===== src/rsp_pkg.sv =====
// Shared constants, types and helpers for the RGB sync panel interface.
// Assumes a 10 MHz bus clock and a 32-bit AHB-Lite register port.
package rsp_pkg;

	// Bus decode
	localparam int         RSP_AW         = 8;      // Decoded address bits
	localparam logic [7:0] RSP_OFS_CTRL   = 8'h00;  // Enable, polarities, format
	localparam logic [7:0] RSP_OFS_HSYNC  = 8'h04;  // Line sync width
	localparam logic [7:0] RSP_OFS_HPORCH = 8'h08;  // Line back and front gaps
	localparam logic [7:0] RSP_OFS_HACT   = 8'h0c;  // Pixels per line
	localparam logic [7:0] RSP_OFS_VSYNC  = 8'h10;  // Frame sync width in lines
	localparam logic [7:0] RSP_OFS_VPORCH = 8'h14;  // Frame back and front gaps
	localparam logic [7:0] RSP_OFS_VACT   = 8'h18;  // Visible lines per frame
	localparam logic [7:0] RSP_OFS_CLKDIV = 8'h1c;  // Bus cycles per clock half period
	localparam logic [7:0] RSP_OFS_STATUS = 8'h20;  // Underrun, position, fill level
	localparam logic [7:0] RSP_OFS_DATA   = 8'h24;  // Pixel push, write only

	// Field positions
	localparam int RSP_CTRL_EN     = 0;   // Run the timing generator
	localparam int RSP_CTRL_PCLK   = 1;   // 1: launch on falling edge
	localparam int RSP_CTRL_HSPOL  = 2;   // Line sync active level
	localparam int RSP_CTRL_VSPOL  = 3;   // Frame sync active level
	localparam int RSP_CTRL_FMT    = 4;   // Two-bit pixel format
	localparam int RSP_LO_LSB      = 0;   // Low timing field
	localparam int RSP_HI_LSB      = 16;  // High timing field
	localparam int RSP_ST_UNDERRUN = 0;   // Sticky, write one to clear
	localparam int RSP_ST_VIS      = 1;   // Current line is a visible line
	localparam int RSP_ST_LVL_LSB  = 4;   // FIFO fill level
	localparam int RSP_ST_LINE_LSB = 16;  // Current line index

	// Widths
	localparam int RSP_TW       = 12;  // Timing field width
	localparam int RSP_PIX_W    = 24;  // Internal pixel word
	localparam int RSP_COLOUR_W = 18;  // Link colour lines
	localparam int RSP_FIFO_D   = 8;   // Pixel FIFO depth
	localparam int RSP_LVL_W    = 4;   // FIFO level width

	// Pixel formats held in the FIFO
	typedef enum logic [1:0] {
		RSP_FMT_565 = 2'h0,
		RSP_FMT_666 = 2'h1,
		RSP_FMT_888 = 2'h2
	} rsp_fmt_e;

	// Line phases, one-hot
	typedef enum logic [3:0] {
		RSP_H_SYNC  = 4'h1,
		RSP_H_BACK  = 4'h2,
		RSP_H_ACT   = 4'h4,
		RSP_H_FRONT = 4'h8
	} rsp_hstate_e;

	typedef struct packed {
		logic     en;
		logic     pclk_pol;
		logic     hs_pol;
		logic     vs_pol;
		rsp_fmt_e fmt;
	} rsp_ctrl_s;

	typedef struct packed {
		logic [RSP_TW-1:0] hsw;
		logic [RSP_TW-1:0] line_back_gap;
		logic [RSP_TW-1:0] hact;
		logic [RSP_TW-1:0] line_front_gap;
		logic [RSP_TW-1:0] vsw;
		logic [RSP_TW-1:0] frame_back_gap;
		logic [RSP_TW-1:0] vact;
		logic [RSP_TW-1:0] frame_front_gap;
	} rsp_timing_s;

	typedef struct packed {
		logic                    line_sync_pin;
		logic                    frame_sync_pin;
		logic                    pixel_valid_pin;
		logic                    pixel_clock_pin;
		logic [RSP_COLOUR_W-1:0] colour_bus;
	} rsp_link_s;

	// Reset values
	localparam rsp_ctrl_s   RSP_CTRL_RST = '{en: 1'b0, pclk_pol: 1'b1, hs_pol: 1'b0,
	                                         vs_pol: 1'b0, fmt: RSP_FMT_888};
	localparam rsp_timing_s RSP_TIM_RST  = '{hsw: 12'h002, line_back_gap: 12'h004, hact: 12'h010,
	                                         line_front_gap: 12'h004, vsw: 12'h001, frame_back_gap: 12'h002,
	                                         vact: 12'h008, frame_front_gap: 12'h001};
	localparam logic [RSP_TW-1:0] RSP_DIV_RST = 12'h001;

	// Length minus one, a zero length counts as one
	function automatic logic [RSP_TW-1:0] rsp_m1(input logic [RSP_TW-1:0] x);
		return (x == '0) ? '0 : x - 1'b1;
	endfunction : rsp_m1

endpackage : rsp_pkg


===== src/rsp_fifo.sv =====
// Pixel FIFO with a registered read stage.
// Assumes DEPTH is a power of two; one further word sits in the output stage.
`timescale 1ns/10ps
module rsp_fifo #(
	parameter int WIDTH = 24,
	parameter int DEPTH = 8,
	parameter int LW    = 4
) (
	// Clock and reset
	input  wire logic             clk,
	input  wire logic             rst_n,
	// Filling side
	input  wire logic             in_valid,
	output logic                  in_ready,
	input  wire logic [WIDTH-1:0] in_data,
	// Draining side
	output logic                  out_valid,
	input  wire logic             out_ready,
	output logic [WIDTH-1:0]      out_data,
	// Words held in total
	output logic [LW-1:0]         level
);
	localparam int AW = $clog2(DEPTH);

	logic [WIDTH-1:0] mem_q [DEPTH];  // Storage, no reset needed
	logic [AW-1:0]    wp_q;           // Write pointer
	logic [AW-1:0]    rp_q;           // Read pointer
	logic [AW:0]      cnt_q;          // Words in storage
	logic             push;           // Word accepted
	logic             load;           // Word moved to the output stage

	assign in_ready = (cnt_q != (AW+1)'(DEPTH));
	assign push     = in_valid && in_ready;
	// Refill the output stage whenever it empties or is taken
	assign load     = (cnt_q != '0) && (!out_valid || out_ready);
	assign level    = LW'(cnt_q) + LW'(out_valid);

	// Storage write
	always_ff @(posedge clk) begin
		if (push) begin
			mem_q[wp_q] <= in_data;
		end
	end

	// Pointers and count
	always_ff @(posedge clk or negedge rst_n) begin
		if (!rst_n) begin
			wp_q  <= '0;
			rp_q  <= '0;
			cnt_q <= '0;
		end else begin
			if (push) begin
				wp_q <= wp_q + 1'b1;
			end
			if (load) begin
				rp_q <= rp_q + 1'b1;
			end
			cnt_q <= cnt_q + (AW+1)'(push) - (AW+1)'(load);
		end
	end

	// Output stage, read data come from a register
	always_ff @(posedge clk or negedge rst_n) begin
		if (!rst_n) begin
			out_valid <= 1'b0;
			out_data  <= '0;
		end else if (load) begin
			out_valid <= 1'b1;
			out_data  <= mem_q[rp_q];
		end else if (out_ready) begin
			out_valid <= 1'b0;
		end
	end

endmodule : rsp_fifo


===== src/rsp_panel_if.sv =====
// Parallel RGB link driver for a dumb colour TFT panel, with AHB-Lite registers.
// Assumes one 10 MHz clock; the pixel clock is divided from it and driven out.
//
// Functional notes
// - Colour TFT class of four panel classes.
// - Drive syncs, strobe, clock and 18 colour lines.
// - Red 17:12, green 11:6, blue 5:0.
// - Wider pixels lose low bits, no dithering.
// - Line sync marks end of line.
// - Frame sync ends frame, panel restarts rows.
// - Strobe active means bus carries valid pixel; on an empty FIFO we still strobe, with black.
// - High polarity: launch falling, panel captures rising.
// - Low polarity: launch rising, panel captures falling.
// - Strobe-only panels get complete waveforms from us.
// - No serial command port toward synchronous panels.
// - Programmable pixel gaps around active line.
// - Programmable line gaps around active frame.
// - Sync active levels selectable independently.
// - Line sync width programmable in pixel clocks.
`timescale 1ns/10ps
module rsp_panel_if
	import rsp_pkg::*;
(
	// Clock and reset
	input  wire logic        hclk,
	input  wire logic        hresetn,
	// AHB-Lite slave
	input  wire logic        hsel,
	input  wire logic [31:0] haddr,
	input  wire logic [1:0]  htrans,
	input  wire logic        hwrite,
	input  wire logic [2:0]  hsize,
	input  wire logic        hready,
	input  wire logic [31:0] hwdata,
	output logic [31:0]      hrdata,
	output logic             hreadyout,
	output logic             hresp,
	// Panel link
	output rsp_link_s        panel_link
);
	rsp_ctrl_s              ctrl_q;      // Control register
	rsp_timing_s            tim_q;       // Timing registers
	logic [RSP_TW-1:0]      div_q;       // Clock half period in bus cycles
	logic [RSP_TW-1:0]      div_cnt_q;   // Divider count
	logic                   underrun_q;  // Sticky: FIFO empty on a visible pixel
	logic                   wr_q;        // Write data phase pending
	logic [RSP_AW-1:0]      wa_q;        // Write data phase address
	logic [31:0]            rd_d;        // Read mux
	rsp_hstate_e            h_state_q;   // Line phase
	logic [RSP_TW-1:0]      h_cnt_q;     // Pixels left in phase, minus one
	logic [RSP_TW-1:0]      v_line_q;    // Line index in frame
	logic                   ap;          // Address phase taken
	logic                   reg_wr;      // Register write strobe
	logic                   push;        // Pixel word pushed
	logic                   tick;        // Half period enable
	logic                   launch;      // Edge on which the link changes
	logic                   line_end;    // Last pixel of a line
	logic                   vis;         // Visible line
	logic                   act;         // Visible pixel
	logic                   pop;         // Pixel taken from FIFO
	logic                   f_ready;     // FIFO can accept
	logic                   f_valid;     // FIFO head valid
	logic [RSP_PIX_W-1:0]   f_data;      // FIFO head
	logic [RSP_LVL_W-1:0]   f_level;     // FIFO fill
	logic [RSP_TW-1:0]      v_total;     // Lines per frame
	logic [RSP_TW-1:0]      vis_end;     // First line after the visible ones
	logic [RSP_COLOUR_W-1:0] pix_out;    // Reduced pixel

	assign ap      = hsel && htrans[1] && hready;
	assign reg_wr  = wr_q && hreadyout;
	assign push    = wr_q && !hreadyout && f_ready;
	assign v_total = RSP_TW'(tim_q.frame_back_gap + tim_q.vact + tim_q.frame_front_gap);
	assign vis_end = RSP_TW'(tim_q.frame_back_gap + tim_q.vact);

	// Bus handshake; a pixel write waits while the FIFO is full
	always_ff @(posedge hclk or negedge hresetn) begin
		if (!hresetn) begin
			wr_q      <= 1'b0;
			wa_q      <= '0;
			hreadyout <= 1'b1;
			hresp     <= 1'b0;
			hrdata    <= '0;
		end else begin
			hresp <= 1'b0;
			if (ap) begin
				wr_q <= hwrite;
				wa_q <= haddr[RSP_AW-1:0];
				// Reads answer with no wait
				if (!hwrite) begin
					hrdata <= rd_d;
				end
				// Pixel writes always take the stall path
				if (hwrite && haddr[RSP_AW-1:0] == RSP_OFS_DATA) begin
					hreadyout <= 1'b0;
				end
			end else if (hreadyout || push) begin
				wr_q      <= 1'b0;
				hreadyout <= 1'b1;
			end
		end
	end

	// Read mux, unmapped and write-only offsets read zero
	always_comb begin
		rd_d = '0;
		case (haddr[RSP_AW-1:0])
			RSP_OFS_CTRL: begin
				rd_d[RSP_CTRL_EN]         = ctrl_q.en;
				rd_d[RSP_CTRL_PCLK]       = ctrl_q.pclk_pol;
				rd_d[RSP_CTRL_HSPOL]      = ctrl_q.hs_pol;
				rd_d[RSP_CTRL_VSPOL]      = ctrl_q.vs_pol;
				rd_d[RSP_CTRL_FMT +: 2]   = ctrl_q.fmt;
			end
			RSP_OFS_HSYNC:  rd_d[RSP_LO_LSB +: RSP_TW] = tim_q.hsw;
			RSP_OFS_HPORCH: begin
				rd_d[RSP_LO_LSB +: RSP_TW] = tim_q.line_back_gap;
				rd_d[RSP_HI_LSB +: RSP_TW] = tim_q.line_front_gap;
			end
			RSP_OFS_HACT:   rd_d[RSP_LO_LSB +: RSP_TW] = tim_q.hact;
			RSP_OFS_VSYNC:  rd_d[RSP_LO_LSB +: RSP_TW] = tim_q.vsw;
			RSP_OFS_VPORCH: begin
				rd_d[RSP_LO_LSB +: RSP_TW] = tim_q.frame_back_gap;
				rd_d[RSP_HI_LSB +: RSP_TW] = tim_q.frame_front_gap;
			end
			RSP_OFS_VACT:   rd_d[RSP_LO_LSB +: RSP_TW] = tim_q.vact;
			RSP_OFS_CLKDIV: rd_d[RSP_LO_LSB +: RSP_TW] = div_q;
			RSP_OFS_STATUS: begin
				rd_d[RSP_ST_UNDERRUN]                = underrun_q;
				rd_d[RSP_ST_VIS]                     = vis;
				rd_d[RSP_ST_LVL_LSB +: RSP_LVL_W]    = f_level;
				rd_d[RSP_ST_LINE_LSB +: RSP_TW]      = v_line_q;
			end
			default: rd_d = '0;
		endcase
	end

	// Configuration registers; changes are used from the next bus cycle, not held for a launch edge
	always_ff @(posedge hclk or negedge hresetn) begin
		if (!hresetn) begin
			ctrl_q <= RSP_CTRL_RST;
			tim_q  <= RSP_TIM_RST;
			div_q  <= RSP_DIV_RST;
		end else if (reg_wr) begin
			case (wa_q)
				RSP_OFS_CTRL: begin
					ctrl_q.en       <= hwdata[RSP_CTRL_EN];
					ctrl_q.pclk_pol <= hwdata[RSP_CTRL_PCLK];
					ctrl_q.hs_pol   <= hwdata[RSP_CTRL_HSPOL];
					ctrl_q.vs_pol   <= hwdata[RSP_CTRL_VSPOL];
					ctrl_q.fmt      <= rsp_fmt_e'(hwdata[RSP_CTRL_FMT +: 2]);
				end
				RSP_OFS_HSYNC:  tim_q.hsw <= hwdata[RSP_LO_LSB +: RSP_TW];
				RSP_OFS_HPORCH: begin
					tim_q.line_back_gap <= hwdata[RSP_LO_LSB +: RSP_TW];
					tim_q.line_front_gap <= hwdata[RSP_HI_LSB +: RSP_TW];
				end
				RSP_OFS_HACT:   tim_q.hact <= hwdata[RSP_LO_LSB +: RSP_TW];
				RSP_OFS_VSYNC:  tim_q.vsw  <= hwdata[RSP_LO_LSB +: RSP_TW];
				RSP_OFS_VPORCH: begin
					tim_q.frame_back_gap <= hwdata[RSP_LO_LSB +: RSP_TW];
					tim_q.frame_front_gap <= hwdata[RSP_HI_LSB +: RSP_TW];
				end
				RSP_OFS_VACT:   tim_q.vact <= hwdata[RSP_LO_LSB +: RSP_TW];
				RSP_OFS_CLKDIV: div_q      <= hwdata[RSP_LO_LSB +: RSP_TW];
				default: ;
			endcase
		end
	end

	// Underrun flag; a new underrun beats a clear in the same cycle
	always_ff @(posedge hclk or negedge hresetn) begin
		if (!hresetn) begin
			underrun_q <= 1'b0;
		end else if (launch && act && !f_valid) begin
			underrun_q <= 1'b1;
		end else if (reg_wr && wa_q == RSP_OFS_STATUS && hwdata[RSP_ST_UNDERRUN]) begin
			underrun_q <= 1'b0;
		end
	end

	// Pixel FIFO between the bus and the link
	rsp_fifo #(
		.WIDTH (RSP_PIX_W),
		.DEPTH (RSP_FIFO_D),
		.LW    (RSP_LVL_W)
	) u_fifo (
		.clk       (hclk),
		.rst_n     (hresetn),
		.in_valid  (wr_q && !hreadyout),
		.in_ready  (f_ready),
		.in_data   (hwdata[RSP_PIX_W-1:0]),
		.out_valid (f_valid),
		.out_ready (pop),
		.out_data  (f_data),
		.level     (f_level)
	);

	// Pixel clock divider; the launch edge follows the polarity bit
	assign tick   = ctrl_q.en && (div_cnt_q >= rsp_m1(div_q));
	assign launch = tick && (panel_link.pixel_clock_pin == ctrl_q.pclk_pol);

	always_ff @(posedge hclk or negedge hresetn) begin
		if (!hresetn) begin
			div_cnt_q <= '0;
		end else if (tick || !ctrl_q.en) begin
			div_cnt_q <= '0;
		end else begin
			div_cnt_q <= div_cnt_q + 1'b1;
		end
	end

	// Line phase machine, advanced once per pixel period
	assign line_end = launch && (h_state_q == RSP_H_FRONT) && (h_cnt_q == '0);

	always_ff @(posedge hclk or negedge hresetn) begin
		if (!hresetn) begin
			h_state_q <= RSP_H_SYNC;
			h_cnt_q   <= '0;
		end else if (!ctrl_q.en) begin
			h_state_q <= RSP_H_SYNC;
			h_cnt_q   <= rsp_m1(tim_q.hsw);
		end else if (launch) begin
			if (h_cnt_q != '0) begin
				h_cnt_q <= h_cnt_q - 1'b1;
			end else begin
				unique case (h_state_q)
					RSP_H_SYNC: begin
						h_state_q <= RSP_H_BACK;
						h_cnt_q   <= rsp_m1(tim_q.line_back_gap);
					end
					RSP_H_BACK: begin
						h_state_q <= RSP_H_ACT;
						h_cnt_q   <= rsp_m1(tim_q.hact);
					end
					RSP_H_ACT: begin
						h_state_q <= RSP_H_FRONT;
						h_cnt_q   <= rsp_m1(tim_q.line_front_gap);
					end
					RSP_H_FRONT: begin
						h_state_q <= RSP_H_SYNC;
						h_cnt_q   <= rsp_m1(tim_q.hsw);
					end
				endcase
			end
		end
	end

	// Line index; frame sync lines are counted inside the back gap
	always_ff @(posedge hclk or negedge hresetn) begin
		if (!hresetn) begin
			v_line_q <= '0;
		end else if (!ctrl_q.en) begin
			v_line_q <= '0;
		end else if (line_end) begin
			v_line_q <= (v_line_q >= rsp_m1(v_total)) ? '0 : v_line_q + 1'b1;
		end
	end

	assign vis = (v_line_q >= tim_q.frame_back_gap) && (v_line_q < vis_end);
	assign act = (h_state_q == RSP_H_ACT) && vis;
	// An empty FIFO still strobes, with black, so panel timing never slips
	assign pop = launch && act;

	// Six bits per colour: 888 drops low bits, 565 repeats the top red and blue bit, 666 passes through
	always_comb begin
		unique case (ctrl_q.fmt)
			RSP_FMT_888: pix_out = {f_data[23:18], f_data[15:10], f_data[7:2]};
			RSP_FMT_565: pix_out = {f_data[15:11], f_data[15], f_data[10:5],
			                        f_data[4:0], f_data[4]};
			default:     pix_out = f_data[RSP_COLOUR_W-1:0];
		endcase
	end

	// Link outputs: every pin a register; while running, all but the clock change on the launch edge only.
	// Only syncs, strobe, clock and colour leave; no command channel exists.
	always_ff @(posedge hclk or negedge hresetn) begin
		if (!hresetn) begin
			panel_link <= '{line_sync_pin: 1'b1, frame_sync_pin: 1'b1,
			                pixel_valid_pin: 1'b0, pixel_clock_pin: 1'b0, colour_bus: '0};
		end else if (!ctrl_q.en) begin
			panel_link.line_sync_pin   <= ~ctrl_q.hs_pol;
			panel_link.frame_sync_pin  <= ~ctrl_q.vs_pol;
			panel_link.pixel_valid_pin <= 1'b0;
			panel_link.pixel_clock_pin <= 1'b0;
			panel_link.colour_bus      <= '0;
		end else begin
			if (tick) begin
				panel_link.pixel_clock_pin <= ~panel_link.pixel_clock_pin;
			end
			if (launch) begin
				// Sync is active during the first phase of each line
				panel_link.line_sync_pin  <= (h_state_q == RSP_H_SYNC) ?
				                             ctrl_q.hs_pol : ~ctrl_q.hs_pol;
				panel_link.frame_sync_pin <= (v_line_q < tim_q.vsw) ?
				                             ctrl_q.vs_pol : ~ctrl_q.vs_pol;
				panel_link.pixel_valid_pin <= act;
				panel_link.colour_bus      <= (act && f_valid) ? pix_out : '0;
			end
		end
	end

	logic [RSP_TW-1:0] sync_seen_q;  // Launches spent so far in line sync
	always_ff @(posedge hclk or negedge hresetn) begin
		if (!hresetn) begin
			sync_seen_q <= '0;
		end else if (launch) begin
			sync_seen_q <= (h_state_q == RSP_H_SYNC) ? sync_seen_q + 1'b1 : '0;
		end
	end
endmodule : rsp_panel_if


===== config.mk =====
export PLATFORM = sky130hd
export DESIGN_NAME = rsp_panel_if
export DESIGN_NICKNAME = d
export VERILOG_FILES = /design/src/rsp_pkg.sv /design/src/rsp_fifo.sv /design/src/rsp_panel_if.sv
export SDC_FILE = /design/constraint.sdc
export NUM_CORES = 1
export LEC_CHECK = 0
export ABC_CLOCK_PERIOD_IN_PS = 5800
export BUFFER_PORTS_ARGS = -buffer_cell sky130_fd_sc_hd__buf_4
export CAP_MARGIN = 20
export CORE_MARGIN = 2
export CORE_UTILIZATION = 55
export DETAILED_ROUTE_END_ITERATION = 10
export HOLD_SLACK_MARGIN = 0.15
export PLACE_DENSITY = 0.76
export SETUP_SLACK_MARGIN = 0.3
export SYNTH_ARGS = -nofsm -noshare
export SYNTH_HDL_FRONTEND = slang
export SYNTH_SLANG_ARGS = --single-unit
export TNS_END_PERCENT = 30

===== constraint.sdc =====
create_clock -name hclk -period 5.8 [get_ports hclk]
set_clock_uncertainty 0.1 [all_clocks]
set_input_delay 0.29 -clock hclk [delete_from_list [all_inputs] [get_ports hclk]]
set_output_delay 0.29 -clock hclk [all_outputs]
set_load 0.02 [all_outputs]

==> results_dict.tcl <==
set metrics [dict create \
    outcome "finished with violations" \
    violations_in_the_final_reports "setup timing" \
    report.final.slew_viol_count 0 \
    synth_cell_types 77 \
    r2r_end "u_fifo.cnt_q[1]" \
    worst-slew-pin-transition_ns 1.10 \
    crit_path_max_incr_delay_ns 0.58 \
    drt_wl_total_um 64600 \
    grtUsageTotal 0.296 \
    power.density_nw_per_um2 350 \
    max_freq_mhz 164 \
    die_x_um 207 \
    clock_tree.root_cell "clkbuf_16" \
    min_period_over_period 1.05 \
    setup_violations 15 \
    postSynthRegisterBits 438 \
    drc 0 \
    yosys_warnings 0 \
    multi_input_area_um2 10400 \
    worstReg2RegStart "tim_q[12]" \
    combined_buffer_and_inverter_count_along_the_critical_path 13 \
    hold_viol 0 \
    holdCritPathClass "in2async" \
    synth_edf_count 192 \
    cts.sinks 438 \
    worst_skew_pair.late_latency_ns 0.59 \
    worst_slack_ns -0.282 \
    grt_setup_unrepaired "true" \
    drive_gt1_frac 0.258 \
    postSynthAreaPerCell_um2 12.3 \
    area_growth_syn_to_layout_pct 17.8 \
    routed_via_density 6.37 \
    drt_first_pass_iters 7 \
    highest-signal-layer "met4" \
    ys_seq_area_frac 0.526 \
    h-tree-depth 2 \
    final_nets 2208 \
    place.gp.congestion 0.974 \
    initial_core_util 0.557 \
    path_max_fanout 4 \
    min_period_ns 6.08 \
    path_class "reg2reg" \
    layout.filler_cells 2958 \
    route.met2.wl_um 30400 \
    place_ws_ns -0.333 \
    route.detailed.wl_per_inst_um 24.9 \
    tritoncts_clock_tree "built" \
    maxSlewHeadroom 0.264 \
    yosysTopAreaCellShare 0.255 \
    critical_path_required_ns 6.18 \
    mappedNetlistArea_um2 22700 \
    post_dp_cell_area_um2 24200 \
    worst_path_most_repeated_cell "buf_6" \
    worst_hold_slack_ns 0.226 \
    met3RoutedLength_um 5400 \
    synth_largest_area_cell "dfrtp_1" \
    antenna_left 0 \
    detailedPlacementHpwl_um 42600 \
    grt_max_degree 131 \
    grt_pass1_wl_um 97800 \
    worst_ep_arrival_time_ns 6.46 \
    num_vias 16500 \
    timing.reg2reg.setup_slack_ns -0.28 \
    synth_top_cells_by_area "dfrtp_1, edfxtp_1, mux2_2" \
    vdd.ir_drop.worst_mv 0.224 \
    cpLargestDelayFamily "adder cells" \
    cts_inserted_buffers 45 \
    die_y_um 207 \
    clkTransAtPathRegs_ns 0.06 \
    first_iter_violations 1828 \
    syn_inst 1852 \
    ys_dominant_reg_cell "dfrtp_1" \
    rows 74 \
    clock_tree.buffer_depth 3 \
    port_buffers 88 \
    design.portCount 130 \
    finalInstanceArea_um2 26700 \
    grt_antenna_before_repair 2 \
    worstSetupStartpointType "register" \
    maxCapViolations 0 \
    first_global_vias 16200 \
    timing.critical_path.slowest_stage_cell "or4_4" \
    coreArea_um2 40700 \
    finalSetupTns_ns -2.67 \
    layout.core_utilization 0.656 \
    synth-async-reset-ratio 0.562 \
    die_area_um2 42900 \
    leakagePower_nw 11.1 \
    drt-met1-wl_um 26300 \
    grt_remaining_overflow 0 \
    reg2regPathDepth 33 \
    worstSetupEndpointType "register" \
    seqCellArea_um2 11900 \
]
-- metal layers --
metal,global-route usage,vias up
met5,0,-
met4,0.102,0
met3,0.0526,161
met2,0.477,773
met1,0.408,8328
li1,-,7265
-- worst register-to-register path: cells and delay by family, from the launching register on --
kind            cells  cell delay [ns]
flops               1             0.41
compound gates     11             1.67
xor+xnor            1             0.13
buf+inv            13             1.22
fa+ha+maj           6             1.73
simple gates        2             0.70
-- cell usage after synthesis (18+ instances only) --
cell type,instances
nand3_1,33
nor3_1,39
mux4_2,48
dfrtp_1,231
inv_1,80
edfxtp_1,192
clkbuf_1,67
nor4_1,19
a222oi_1,24
mux2i_1,32
o21ai_0,84
nand2b_1,20
nor2_1,112
mux2_2,143
a21oi_1,85
ha_1,105
xor2_1,41
xnor2_1,57
a21o_1,33
nand2_1,120
mux2_4,18
-- layout make-up --
cell class / instances / share of cell area
Antenna cell: 1 / 0.0000936
Clock buffer: 56 / 0.0459
Clock inverter: 27 / 0.0135
Inverter: 80 / 0.0112
Multi-Input combinational cell: 1252 / 0.390
Sequential cell: 438 / 0.447
Tap cell: 532 / 0.0249
Timing Repair Buffer: 209 / 0.0674
-- state kept, by name, summed over array words and instances (netlist names) --
register,count
u_fifo.mem_q,192
wr_q,1
u_fifo.out_data,24
h_cnt_q,12
u_fifo.rp_q,3
hreadyout,1
div_q,12
div_cnt_q,12
wa_q,8
u_fifo.wp_q,3
v_line_q,12
tim_q,96
u_fifo.cnt_q,4
underrun_q,1
ctrl_q,6
panel_link,22
h_state_q,4
u_fifo.out_valid,1
hrdata,24
-- cell usage in the layout, fill, tap and decap left out, types with 17 or more instances in the layout --
cell type	n
nor2_1	108
xor2_1	41
nand2_1	118
a21oi_1	80
nor4_1	18
a222oi_1	24
a21o_1	33
dlygate4sd3_1	39
ha_1	100
o21ai_0	77
mux2_2	137
mux2_4	24
inv_1	76
edfxtp_1	192
mux4_2	48
xnor2_1	55
dfrtp_1	229
nor3_1	32
a22oi_1	17
clkbuf_16	47
buf_4	151
nand2b_1	20
nand3_1	33
mux2i_1	32
-- cell families after synthesis --
group,share of synthesized area
AO/OA/AOI/OAI,0.106
buffers and inverters,0.0308
flip-flops,0.526
multiplexers,0.145
AND/OR/NAND/NOR,0.0941
other,0.000165
adder cells (fa/ha/maj),0.0606
XOR/XNOR,0.0378
-- stage by stage --
step                power [mW]  cells
finish                    9.34   2595
global placement          6.03   2443
floorplan                 5.40   1860
CTS                       9.26   2576
detailed placement        6.10   2443
global route              9.76   2594
-- repair_timing --
action | 4_1_cts | 5_1_grt
setup endpoints to repair | 12 | 56
pin swaps | 6 | 23
gates cloned | 0 | 2
hold endpoints to repair | 427 | 0
gates resized for setup | 17 | 44
buffers inserted | 11 | 10
hold buffers | 39 | 0
-- power by group --
group	switching (mW)	total [mW]	internal (mW)
Combinational	1.22	2.40	1.18
Sequential	0.357	3.84	3.49
Clock	1.27	3.10	1.83
-- worst max path at each step --
| stage | from | endpoint | slack (ns) | cells after the start |
|---|---|---|---|---|
| global placement | tim_q[12] | v_line_q[10] | -0.12 | 25 |
| CTS | tim_q[24] | v_line_q[9] | -0.11 | 26 |
| finish | tim_q[12] | u_fifo.cnt_q[1] | -0.28 | 33 |
| detailed placement | tim_q[12] | v_line_q[9] | -0.33 | 26 |
| floorplan | tim_q[24] | v_line_q[9] | 0.05 | 25 |
| global route | tim_q[12] | v_line_q[9] | -0.50 | 28 |
Power figures use the tool's default switching activity.
